<file path="src/tgp_pkg.sv">
// constants, register map and field positions for the gated timer block
package tgp_pkg;
  // register byte offsets
  localparam logic [7:0] TGP_ADDR_CTRL = 8'h00;
  localparam logic [7:0] TGP_ADDR_GATE = 8'h04;
  localparam logic [7:0] TGP_ADDR_COUNT = 8'h08;
  localparam logic [7:0] TGP_ADDR_STATUS = 8'h0c;
  localparam logic [7:0] TGP_ADDR_MASK = 8'h10;
  // timer_control fields
  localparam int TGP_CTRL_SRC_HI = 7;
  localparam int TGP_CTRL_SRC_LO = 6;
  localparam int TGP_CTRL_PS_HI = 5;
  localparam int TGP_CTRL_PS_LO = 4;
  localparam int TGP_CTRL_OSC = 3;
  localparam int TGP_CTRL_SYNC = 2;
  localparam int TGP_CTRL_ON = 0;
  localparam logic [7:0] TGP_CTRL_WMASK = 8'hfd;
  localparam logic [7:0] TGP_CTRL_RESET = 8'h00;
  // gate_control fields
  localparam int TGP_GATE_EN = 7;
  localparam int TGP_GATE_POL = 6;
  localparam int TGP_GATE_TGL = 5;
  localparam int TGP_GATE_SPM = 4;
  localparam int TGP_GATE_ARM = 3;
  localparam int TGP_GATE_LVL = 2;
  localparam logic [7:0] TGP_GATE_RESET = 8'h00;
  // interrupt status / mask fields
  localparam int TGP_IRQ_GATE = 0;
  localparam int TGP_IRQ_OVF = 1;
  localparam int TGP_IRQ_W = 2;
  localparam logic [TGP_IRQ_W-1:0] TGP_IRQ_RESET = 2'h0;
  // counter
  localparam int TGP_CNT_W = 16;
  localparam logic [TGP_CNT_W-1:0] TGP_CNT_RESET = 16'h0000;
  localparam logic [TGP_CNT_W-1:0] TGP_CNT_MAX = 16'hffff;
  // prescale
  localparam int TGP_PS_W = 3;
  localparam logic [1:0] TGP_PS_DIV1 = 2'h0;
  localparam logic [1:0] TGP_PS_DIV2 = 2'h1;
  localparam logic [1:0] TGP_PS_DIV4 = 2'h2;
  localparam logic [1:0] TGP_PS_DIV8 = 2'h3;
  // count clock sources
  localparam logic [1:0] TGP_SRC_SYS4 = 2'h0;
  localparam logic [1:0] TGP_SRC_SYS = 2'h1;
  localparam logic [1:0] TGP_SRC_EXT = 2'h2;
  localparam logic [1:0] TGP_SRC_OSC = 2'h3;
  localparam logic [1:0] TGP_SYS4_LAST = 2'h3;
endpackage

</file>
<file path="src/tgp_prescale.sv">
// count clock prescaler: divides qualified ticks by 1, 2, 4 or 8
`timescale 1ns/100ps
module tgp_prescale
  import tgp_pkg::*;
(
  input wire logic pclk,
  input wire logic presetn,
  input wire logic run,
  input wire logic tick_in,
  input wire logic [1:0] select,
  output logic tick_out
);
  logic [TGP_PS_W-1:0] div_r;

  // free divider, cleared while the timer is off
  always_ff @(posedge pclk or negedge presetn)
  begin
    if (!presetn)
      div_r <= '0;
    else if (!run)
      div_r <= '0;
    else if (tick_in)
      div_r <= div_r + 3'h1;
  end

  // pass a tick once every 2^select input ticks
  always_comb
  begin
    case (select)
      TGP_PS_DIV2: tick_out = tick_in & div_r[0];
      TGP_PS_DIV4: tick_out = tick_in & (&div_r[1:0]);
      TGP_PS_DIV8: tick_out = tick_in & (&div_r);
      default: tick_out = tick_in;
    endcase
  end
endmodule // tgp_prescale

</file>
<file path="src/tgp_top.sv">
// gated 16-bit timer/counter with gate measurement modes and apb registers
// Function
// - single pulse arm cleared when gate level falls
// - armed single pulse counts from gate rising edge
// - gate event flag set on gate level fall
// - sync bypass skips count clock synchroniser
// - armed counter ignores further gates until rearmed
// - toggle flip-flop on gate, held clear when off
// - polarity selects counting on high or low gate
// - gate level value valid with gate disabled
`timescale 1ns/100ps
module tgp_top
  import tgp_pkg::*;
(
  input wire logic pclk,
  input wire logic presetn,
  input wire logic psel,
  input wire logic penable,
  input wire logic pwrite,
  input wire logic [7:0] paddr,
  input wire logic [31:0] pwdata,
  output logic [31:0] prdata,
  output logic pready,
  output logic pslverr,
  input wire logic gate_input_pin,
  input wire logic ext_count_clock_pin,
  input wire logic osc_clock_pin,
  output logic dedicated_osc_enable,
  output logic irq
);
  logic [7:0] ctrl_r;
  logic [7:0] gate_r;
  logic [TGP_CNT_W-1:0] count_r;
  logic [TGP_IRQ_W-1:0] status_r;
  logic [TGP_IRQ_W-1:0] mask_r;
  logic [31:0] prdata_r;
  logic pslverr_r;
  logic ext_s1_r;
  logic ext_s2_r;
  logic ext_prev_r;
  logic [1:0] sys4_r;
  logic gate_prev_r;
  logic tgl_r;
  logic gsrc_prev_r;
  logic sp_open_r;
  logic lvl_r;
  logic setup;
  logic wr_en;
  logic ext_lvl;
  logic raw_tick;
  logic ps_tick;
  logic pol_gate;
  logic gate_src;
  logic gate_rise;
  logic lvl;
  logic lvl_fall;
  logic count_en;
  logic overflow;
  logic [TGP_IRQ_W-1:0] events;

  // address decode shared by read and write paths
  function automatic logic addr_known(input logic [7:0] a);
    addr_known = (a == TGP_ADDR_CTRL) || (a == TGP_ADDR_GATE) || (a == TGP_ADDR_COUNT)
      || (a == TGP_ADDR_STATUS) || (a == TGP_ADDR_MASK);
  endfunction

  // apb handshake: answer is ready in the first access cycle
  assign setup = psel & ~penable;
  assign wr_en = psel & penable & pwrite & addr_known(paddr);
  assign pready = psel & penable;
  assign prdata = prdata_r;
  assign pslverr = pslverr_r & psel & penable;
  assign dedicated_osc_enable = ctrl_r[TGP_CTRL_OSC];

  // read data and error captured during the setup cycle
  always_ff @(posedge pclk or negedge presetn)
  begin
    if (!presetn)
    begin
      prdata_r <= '0;
      pslverr_r <= 1'b0;
    end
    else if (setup)
    begin
      pslverr_r <= ~addr_known(paddr);
      if (pwrite)
        prdata_r <= '0;
      else if (paddr == TGP_ADDR_CTRL)
        prdata_r <= {24'h0, ctrl_r};
      else if (paddr == TGP_ADDR_GATE)
        prdata_r <= {24'h0, gate_r[7:3], lvl, 2'h0};
      else if (paddr == TGP_ADDR_COUNT)
        prdata_r <= {16'h0, count_r};
      else if (paddr == TGP_ADDR_STATUS)
        prdata_r <= {30'h0, status_r};
      else if (paddr == TGP_ADDR_MASK)
        prdata_r <= {30'h0, mask_r};
      else
        prdata_r <= '0;
    end
  end

  // timer_control register
  always_ff @(posedge pclk or negedge presetn)
  begin
    if (!presetn)
      ctrl_r <= TGP_CTRL_RESET;
    else if (wr_en && paddr == TGP_ADDR_CTRL)
      ctrl_r <= pwdata[7:0] & TGP_CTRL_WMASK;
  end

  // gate control: mode bits written by software, arm bit also cleared by hardware
  always_ff @(posedge pclk or negedge presetn)
  begin
    if (!presetn)
      gate_r <= TGP_GATE_RESET;
    else if (wr_en && paddr == TGP_ADDR_GATE)
      gate_r <= {pwdata[7:3], 3'h0};
    else if (gate_r[TGP_GATE_SPM] && lvl_fall)
      gate_r[TGP_GATE_ARM] <= 1'b0;
  end

  // external count pin: two-stage synchroniser plus a previous-level sample for the edge detector
  always_ff @(posedge pclk or negedge presetn)
  begin
    if (!presetn)
    begin
      ext_s1_r <= 1'b0;
      ext_s2_r <= 1'b0;
      ext_prev_r <= 1'b0;
    end
    else
    begin
      ext_s1_r <= ctrl_r[TGP_CTRL_OSC] ? osc_clock_pin : ext_count_clock_pin;
      ext_s2_r <= ext_s1_r;
      ext_prev_r <= ext_lvl;
    end
  end

  // sync bypass takes the pin straight to the edge detector
  assign ext_lvl = ctrl_r[TGP_CTRL_SYNC]
    ? (ctrl_r[TGP_CTRL_OSC] ? osc_clock_pin : ext_count_clock_pin)
    : ext_s2_r;

  // system clock divided by four for the slow internal source
  always_ff @(posedge pclk or negedge presetn)
  begin
    if (!presetn)
      sys4_r <= '0;
    else
      sys4_r <= sys4_r + 2'h1;
  end

  // count clock source selection
  always_comb
  begin
    case (ctrl_r[TGP_CTRL_SRC_HI:TGP_CTRL_SRC_LO])
      TGP_SRC_SYS4: raw_tick = (sys4_r == TGP_SYS4_LAST);
      TGP_SRC_SYS: raw_tick = 1'b1;
      default: raw_tick = ext_lvl & ~ext_prev_r;
    endcase
  end

  tgp_prescale u_prescale (
    .pclk(pclk),
    .presetn(presetn),
    .run(ctrl_r[TGP_CTRL_ON]),
    .tick_in(raw_tick),
    .select(ctrl_r[TGP_CTRL_PS_HI:TGP_CTRL_PS_LO]),
    .tick_out(ps_tick)
  );

  // gate polarity: active level mapped to one
  assign pol_gate = gate_r[TGP_GATE_POL] ? gate_input_pin : ~gate_input_pin;

  // toggle flip-flop, held clear while toggle mode is off
  always_ff @(posedge pclk or negedge presetn)
  begin
    if (!presetn)
    begin
      tgl_r <= 1'b0;
      gate_prev_r <= 1'b0;
    end
    else
    begin
      gate_prev_r <= pol_gate;
      if (!gate_r[TGP_GATE_TGL])
        tgl_r <= 1'b0;
      else if (pol_gate && !gate_prev_r)
        tgl_r <= ~tgl_r;
    end
  end

  assign gate_src = gate_r[TGP_GATE_TGL] ? tgl_r : pol_gate;
  assign gate_rise = gate_src & ~gsrc_prev_r;

  // single pulse window opens on the first rising gate edge after arming
  always_ff @(posedge pclk or negedge presetn)
  begin
    if (!presetn)
    begin
      sp_open_r <= 1'b0;
      gsrc_prev_r <= 1'b0;
    end
    else
    begin
      gsrc_prev_r <= gate_src;
      if (!gate_r[TGP_GATE_ARM])
        sp_open_r <= 1'b0;
      else if (gate_rise)
        sp_open_r <= 1'b1;
    end
  end

  // gate level value, valid whether or not gating is enabled
  assign lvl = gate_r[TGP_GATE_SPM]
    ? (gate_src & (sp_open_r | (gate_r[TGP_GATE_ARM] & gate_rise)))
    : gate_src;
  assign lvl_fall = lvl_r & ~lvl;

  always_ff @(posedge pclk or negedge presetn)
  begin
    if (!presetn)
      lvl_r <= 1'b0;
    else
      lvl_r <= lvl;
  end

  // counter runs on qualified ticks while on and gate open
  assign count_en = ctrl_r[TGP_CTRL_ON] & (~gate_r[TGP_GATE_EN] | lvl);
  assign overflow = count_en & ps_tick & (count_r == TGP_CNT_MAX);

  always_ff @(posedge pclk or negedge presetn)
  begin
    if (!presetn)
      count_r <= TGP_CNT_RESET;
    else if (wr_en && paddr == TGP_ADDR_COUNT)
      count_r <= pwdata[TGP_CNT_W-1:0];
    else if (count_en && ps_tick)
      count_r <= count_r + 16'h0001;
  end

  // sticky status: hardware set wins over write-one-to-clear
  assign events = {overflow, lvl_fall};
  always_ff @(posedge pclk or negedge presetn)
  begin
    if (!presetn)
      status_r <= TGP_IRQ_RESET;
    else if (wr_en && paddr == TGP_ADDR_STATUS)
      status_r <= (status_r & ~pwdata[TGP_IRQ_W-1:0]) | events;
    else
      status_r <= status_r | events;
  end

  // interrupt mask
  always_ff @(posedge pclk or negedge presetn)
  begin
    if (!presetn)
      mask_r <= TGP_IRQ_RESET;
    else if (wr_en && paddr == TGP_ADDR_MASK)
      mask_r <= pwdata[TGP_IRQ_W-1:0];
  end

  assign irq = |(status_r & mask_r);
endmodule // tgp_top

</file>
<file path="config.mk">
export PLATFORM = sky130hd
export DESIGN_NAME = tgp_top
export DESIGN_NICKNAME = d
export VERILOG_FILES = /design/src/tgp_pkg.sv /design/src/tgp_prescale.sv /design/src/tgp_top.sv
export SDC_FILE = /design/constraint.sdc
export NUM_CORES = 1
export LEC_CHECK = 0
export ABC_CLOCK_PERIOD_IN_PS = 2300
export BUFFER_PORTS_ARGS = -buffer_cell sky130_fd_sc_hd__buf_2
export CORE_AREA = 8 8 91 93
export CTS_CLUSTER_SIZE = 10
export DETAILED_ROUTE_END_ITERATION = 7
export DIE_AREA = 0 0 99 101
export PLACE_DENSITY = 0.74
export RECOVER_POWER = 50
export SLEW_MARGIN = 15
export SYNTH_ARGS = -nofsm -noshare
export SYNTH_HDL_FRONTEND = slang
export SYNTH_SLANG_ARGS = --single-unit
export TNS_END_PERCENT = 50
</file>
<file path="constraint.sdc">
create_clock -name pclk -period 2.3 [get_ports pclk]
set_clock_uncertainty 0.1 [all_clocks]
set_input_delay 0.345 -clock pclk [delete_from_list [all_inputs] [get_ports pclk]]
set_output_delay 0.345 -clock pclk [all_outputs]
set_load 0.01 [all_outputs]
</file>
==> reports/results.ini, run 1 <==
[global_routing]
overflow=0
grt_max_degree=63
grt_pass1_wl_um=11500
grt_pass1_vias=2404
antenna_found_initial=0
grt_usage=0.148

[placement]
port_buffers=51
hpwl_um=5160
placement.cell_area_um2=3480
gp_congestion=0.803

[outcome]
outcome=finished, violations left
violations=max-capacitance violations

[setup_path]
max_stage_delay_ps=400
worst-path-max-fanout=8
crit_required_ps=2410
endpoint_kind=flip-flop
worstPathCellList=ha_2, ha_1, mux2i_1, a211o_1, a2111o_1, buf_6, nor2_1, xnor2_1, o21ai_0
critPathLaunch=u_prescale.div_r[1]
path_class=reg -> reg
crit_slowest_cell=a2111o_1
worstPathArrival_ps=2340
start_kind=flip-flop
reg2reg_from=u_prescale.div_r[1]

[detailed_routing]
routed_wl_um=7100
wl_per_cell_um=15.5
drtPass1Iterations=4
ant_nets=0
drtIter0Drc=129
drc=0
num_vias=2370
drt-vias-per-instance=5.17

[power]
swShare=0.221
seq_power_share=0.460
p_per_area_nw_per_um2=653
vdd_drop_max_mv=0.438
power_frac_comb=0.073
clkPwrFrac=0.467
p_switching_mw=0.545
p_int_mw=1.92
cellLeakagePower_nw=1.77

[logic_synthesis]
avgSynthCellArea_um2=10.3
synth_edf_count=0
yosys.area_share.adder=0.0160
synth_compound_area_frac=0.123
yosys.area_share.simple=0.165
synthMuxAreaShare=0.0848
synth.cell_area_um2=3130
synth_top_family_by_area=simple AND/OR/NAND/NOR gates
syn_inst=305
synth_xor_area_frac=0.0476
yosysUniqueCellTypes=46
synth_top_flop_cell=dfrtp_1
yosysSeqAreaShare=0.496
yosysWarnings=0
synth_seq_cells=62
async_flop_share=1.00

[clocking]
cts.path.max_buffers=2
cts_tree=built
htree_levels=3
clk_pin_slew_ps=60
clock_latency_ps=340
numCtsBuffers=9
cts_sinks=62
clockRootBuffer=clkbuf_8

[run]
drv_cap=1

[floorplanning]
start_util=0.451
core_region_area_um2=6940
die_y_um=101
pin_count=84
dieArea_um2=10000
rows=31
die_w_um=99

[timing]
min_period_ps=2240
slew_violations=0
tns_ps=0
hold_violations=0
fin_hold_ws_ps=107
relSlewSlack=0.00996
finalCritPeriodShare=0.973
setup_viol=0
tightestPinTransition_ps=1490
max_freq_mhz=447

[layout]
syn2layout_area_growth_pct=20.8
fin_nets=424
antenna_cells=0
design_area_um2=3780
drive_gt1_frac=0.293

[worst_hold_path]
worstHoldPathType=in -> reg
hp-start=pwdata[13]

[cells in the final DEF (no fill, tap or decap), drive strengths merged, types with 3 or more instances in the layout]
cell,instances
nor2,20
buf,63
a31oi,3
xor2,4
nor4,3
ha,4
inv,11
nand3,8
and3,3
mux2i,13
a21oi,9
nand4,5
xnor2,13
a22o,10
mux2,12
nor3,9
o21ai,27
bufinv,3
conb,16
nand2,36
dfrtp,62
clkbuf,13
[what timing repair did]
item	4_1_cts	5_1_grt
pin swaps	1	6
hold endpoints to repair	62	0
gates resized for setup	3	7
hold buffers	1	0
buffers inserted	1	1
endpoints found under the setup margin	9	16
[per-stage QoR]
step / util / total power [mW] / instances / worst slack [ps]
detailed placement: 0.502 / 1.33 / 440 / -64.9
finish: 0.544 / 2.47 / 458 / 63.0
global route: 0.544 / 2.56 / 458 / -12.5
global placement: 0.502 / 1.33 / 440 / -26.8
floorplan: - / 1.27 / 320 / 64.2
CTS: 0.541 / 2.49 / 457 / 0.416
[synthesized netlist by cell type, drive strengths merged, types with 2 or more instances]
cell type | number | share of area
nor4 | 3 | 0.0060
inv | 11 | 0.013
or2b | 2 | 0.0056
and2 | 2 | 0.0040
dfrtp | 62 | 0.50
a31oi | 3 | 0.0060
and3 | 3 | 0.0060
or4 | 2 | 0.0048
xnor2 | 13 | 0.036
a21oi | 9 | 0.014
nand2b | 2 | 0.0040
o41ai | 2 | 0.0056
buf | 18 | 0.043
clkbuf | 6 | 0.0072
nor3 | 9 | 0.021
nand4 | 5 | 0.010
nand3b | 2 | 0.0048
a22o | 10 | 0.028
o21ai | 27 | 0.047
mux2i | 13 | 0.042
nor2 | 20 | 0.024
nor3b | 2 | 0.0048
mux2 | 12 | 0.043
ha | 4 | 0.016
nand2 | 36 | 0.043
xor2 | 4 | 0.011
nor2b | 2 | 0.0040
nand3 | 8 | 0.013
[per-layer routing]
layer  track usage  routed length, um  share of wire  vias to the layer above
met1         0.176               3160           0.45                     1121
li1              -                  -              -                     1177
met2         0.232               3370           0.47                       56
met3        0.0352                359          0.051                       16
met5             0                  0              0                        -
met4         0.103                214          0.030                        0
[cells by family (layout without fill, tap and decap cells)]
| group | after synthesis | after routing |
|---|---|---|
| multiplexers | 25 | 25 |
| adder cells (fa/ha/maj) | 4 | 4 |
| other | 1 | 16 |
| XOR/XNOR | 17 | 17 |
| AO/OA/AOI/OAI | 58 | 58 |
| AND/OR/NAND/NOR | 102 | 102 |
| buffers and inverters | 36 | 92 |
| flip-flops | 62 | 62 |
[flip-flops by register name (all words and copies together) (netlist names), 2 cells and up]
register	cells
u_prescale.div_r	3
sys4_r	2
gate_r	5
count_r	16
status_r	2
prdata	16
mask_r	2
ctrl_r	7
[cell type report]
type                    count  area, um^2
clock buffers              11         141
inverters                  11        41.3
repair buffers             66         374
flip-flops and latches     62        1550
clock inverters             4        95.1
multi-input cells         222        1470
well taps                  82         103
fillers                   621        3170
[critical path: cells and delay by family, from the launching register on]
family	cells	cell delay (ps)
xor gates and xnor gates	1	140
and+or+nand+nor	1	170
buffers and inverters	1	190
AOI/OAI and AO/OA	3	770
DFF	1	360
adders and majority gates	2	320
muxes	1	60
[power by group through the flow]
stage          sequential (mW)  combinational [mW]  clock (mW)
2_1_floorplan             1.15               0.117           0
3_3_place_gp              1.15               0.174           0
3_5_place_dp              1.16               0.179           0
4_1_cts                   1.14               0.183        1.17
5_1_grt                   1.14               0.204        1.22
6_report                  1.14               0.180        1.15
[worst paths after layout]
path | to | slack (ps) | cells after the start
worst max-delay path | count_r[7] | 60 | 9
max in group asynchronous | prdata[9] | 330 | 3
worst min register to register | ext_s2_r | 250 | 0
worst min-delay path | count_r[13] | 110 | 3
min in group asynchronous | sys4_r[0] | 880 | 3
worst max register to register | count_r[7] | 60 | 9
Note: power is estimated with default switching activity, not from simulation.
==> run 2, diff against run 1 <==
- CORE_AREA: 8 8 91 93 -> 8 8 98 100
- CTS_CLUSTER_DIAMETER: not set -> 80
- DIE_AREA: 0 0 99 101 -> 0 0 106 108
- PLACE_DENSITY: 0.74 -> not set
==> reports/results.ini, run 2 (synthesis results as in run 1) <==
[clocking]
clockRootBuffer=clkbuf_8
clock_latency_ps=340  ; about the same
htree_levels=3  ; unchanged
cts.path.max_buffers=2  ; unchanged
cts_sinks=62  ; unchanged
numCtsBuffers=9  ; unchanged
cts_tree=built
clk_pin_slew_ps=70  ; about the same

[layout]
fin_util=0.484  ; -0.0601
syn2layout_area_growth_pct=24.6
antenna_cells=0  ; unchanged
fillerInstances=797  ; +28%
layout_commonest_cell=dfrtp_1
seq_area_um2=1550  ; unchanged
instances_no_fill=488  ; +6.6%
drive_gt1_frac=0.319  ; +0.0260
fin_nets=430  ; +1.4%
multi_input_area_um2=1520  ; +3.2%
final_cell_mix=62 x dfrtp_1, 50 x buf_2, 36 x nand2_1

[detailed_routing]
drtIter0Drc=93  ; -28%
ant_nets=0  ; unchanged
routed_wl_um=7450  ; +4.9%
drt-vias-per-instance=5.01  ; -3.2%
drtPass1Iterations=4  ; unchanged
num_vias=2444  ; +3.1%
drc=0  ; unchanged
wl_per_cell_um=15.3  ; -1.5%

[timing]
relSlewSlack=0.469  ; +0.459
hold_violations=0  ; unchanged
rsz0062_at_grt=yes
min_period_ps=2370  ; +135 ps
worst_slack_ps=-72.3  ; -135 ps
max_freq_mhz=422  ; -5.7%
finalCritPeriodShare=1.03  ; +0.0588
slew_violations=0  ; unchanged
tightestPinTransition_ps=796  ; -689 ps
setup_viol=6  ; +6

[run]
drv_cap=0  ; -1

[power]
power_mw=2.43  ; -1.5%
cellLeakagePower_nw=1.80  ; +1.7%
p_per_area_nw_per_um2=624  ; -4.5%
vdd_drop_max_mv=0.326  ; -25%

[setup_path]
worst-path-max-fanout=6  ; -2
crit_required_ps=2410  ; about the same
endpoint_kind=flip-flop
worstPathArrival_ps=2490  ; +150 ps
start_kind=flip-flop
path_class=reg -> reg

[worst_hold_path]
worstHoldPathType=in -> reg

[placement]
dp_slack_ps=-96.1  ; -31.2 ps
hpwl_um=5450  ; +5.6%
gp_congestion=0.817  ; +1.7%
port_buffers=51  ; unchanged
dp_cells=469  ; +6.6%

[global_routing]
antenna_found_initial=0  ; unchanged
grt_pass1_wl_um=12300  ; +6.5%
grt_max_degree=34  ; -46%
grt_pass1_vias=2588  ; +7.7%
grt_usage=0.134  ; -0.0139
overflow=0  ; unchanged

[floorplanning]
rows=33  ; +6.5%
pin_count=84  ; unchanged
dieArea_um2=11400  ; +14%
start_util=0.389  ; -0.0620
die_w_um=106  ; +7.1%
die_y_um=108  ; +6.9%
core_region_area_um2=8050  ; +16%

[outcome]
outcome=finished, violations left
violations=negative setup slack

==> run 2: cell types whose count changed in the layout (fill, tap and decap cells not counted), sizes merged <==
| cell | previous run | this run |
|---|---|---|
| clkinv | 1 | 2 |
| clkbuf | 13 | 14 |
| bufinv | 3 | 2 |
| buf | 63 | 68 |
| clkinvlp | 0 | 1 |
==> run 2: layer usage <==
layer  vias to the layer above  track usage  part of all wire
met5                         -            0                 0
li1                       1189            -                 -
met3                        12       0.0291             0.058
met1                      1167        0.169              0.45
met2                        76        0.212              0.47
met4                         0       0.0734             0.019
==> run 2: area by class of cell <==
type,count,area share
repair buffers,72,0.108
well taps,105,0.0337
clock buffers,11,0.0389
inverters,11,0.0106
flip-flops and latches,62,0.398
multi-input cells,222,0.390
clock inverters,5,0.0209
==> run 2: per-stage QoR <==
step	setup TNS, ps	hold slack, ps	area (um^2)
after floorplan	0	-50.6	3180
after global placement	-369	238	3550
after detailed placement	-440	247	3550
after CTS	0	91.8	3810
after global routing	-1010	107	3900
final	-143	105	3900
==> run 2: worst paths after layout <==
check | startpoint | endpoint | slack [ps] | cells after the start
hold reg to reg | ext_s1_r | ext_s2_r | 260 | 0
min in group asynchronous | presetn | ext_s1_r | 610 | 3
hold / removal | pwdata[11] | count_r[11] | 110 | 3
setup reg to reg | u_prescale.div_r[0] | count_r[12] | -70 | 9
setup / recovery | u_prescale.div_r[0] | count_r[12] | -70 | 9
max in group asynchronous | presetn | count_r[9] | 930 | 3
==> run 2: power breakdown <==
part	internal (mW)	switching, mW
sequential	1.11	0.0228
combinational	0.0696	0.117
clock	0.669	0.440
==> run 2: repair_timing <==
item | CTS | global route
endpoints found under the hold margin | 62 | 0
endpoints found under the setup margin | 9 | 11
resized for setup | 2 | 21
hold buffers | 1 | 0
pin swaps | 1 | 16
gates cloned | 0 | 0
setup buffers | 2 | 0
==> run 2: critical path, stage by stage, from the launching register on <==
cell	delay (ps)
dfrtp_1	400
ha_4	170
ha_4	120
mux2i_1	70
a211o_1	280
a2111o_2	530
buf_6	160
nor3_4	180
xnor2_1	150
o21ai_1	80
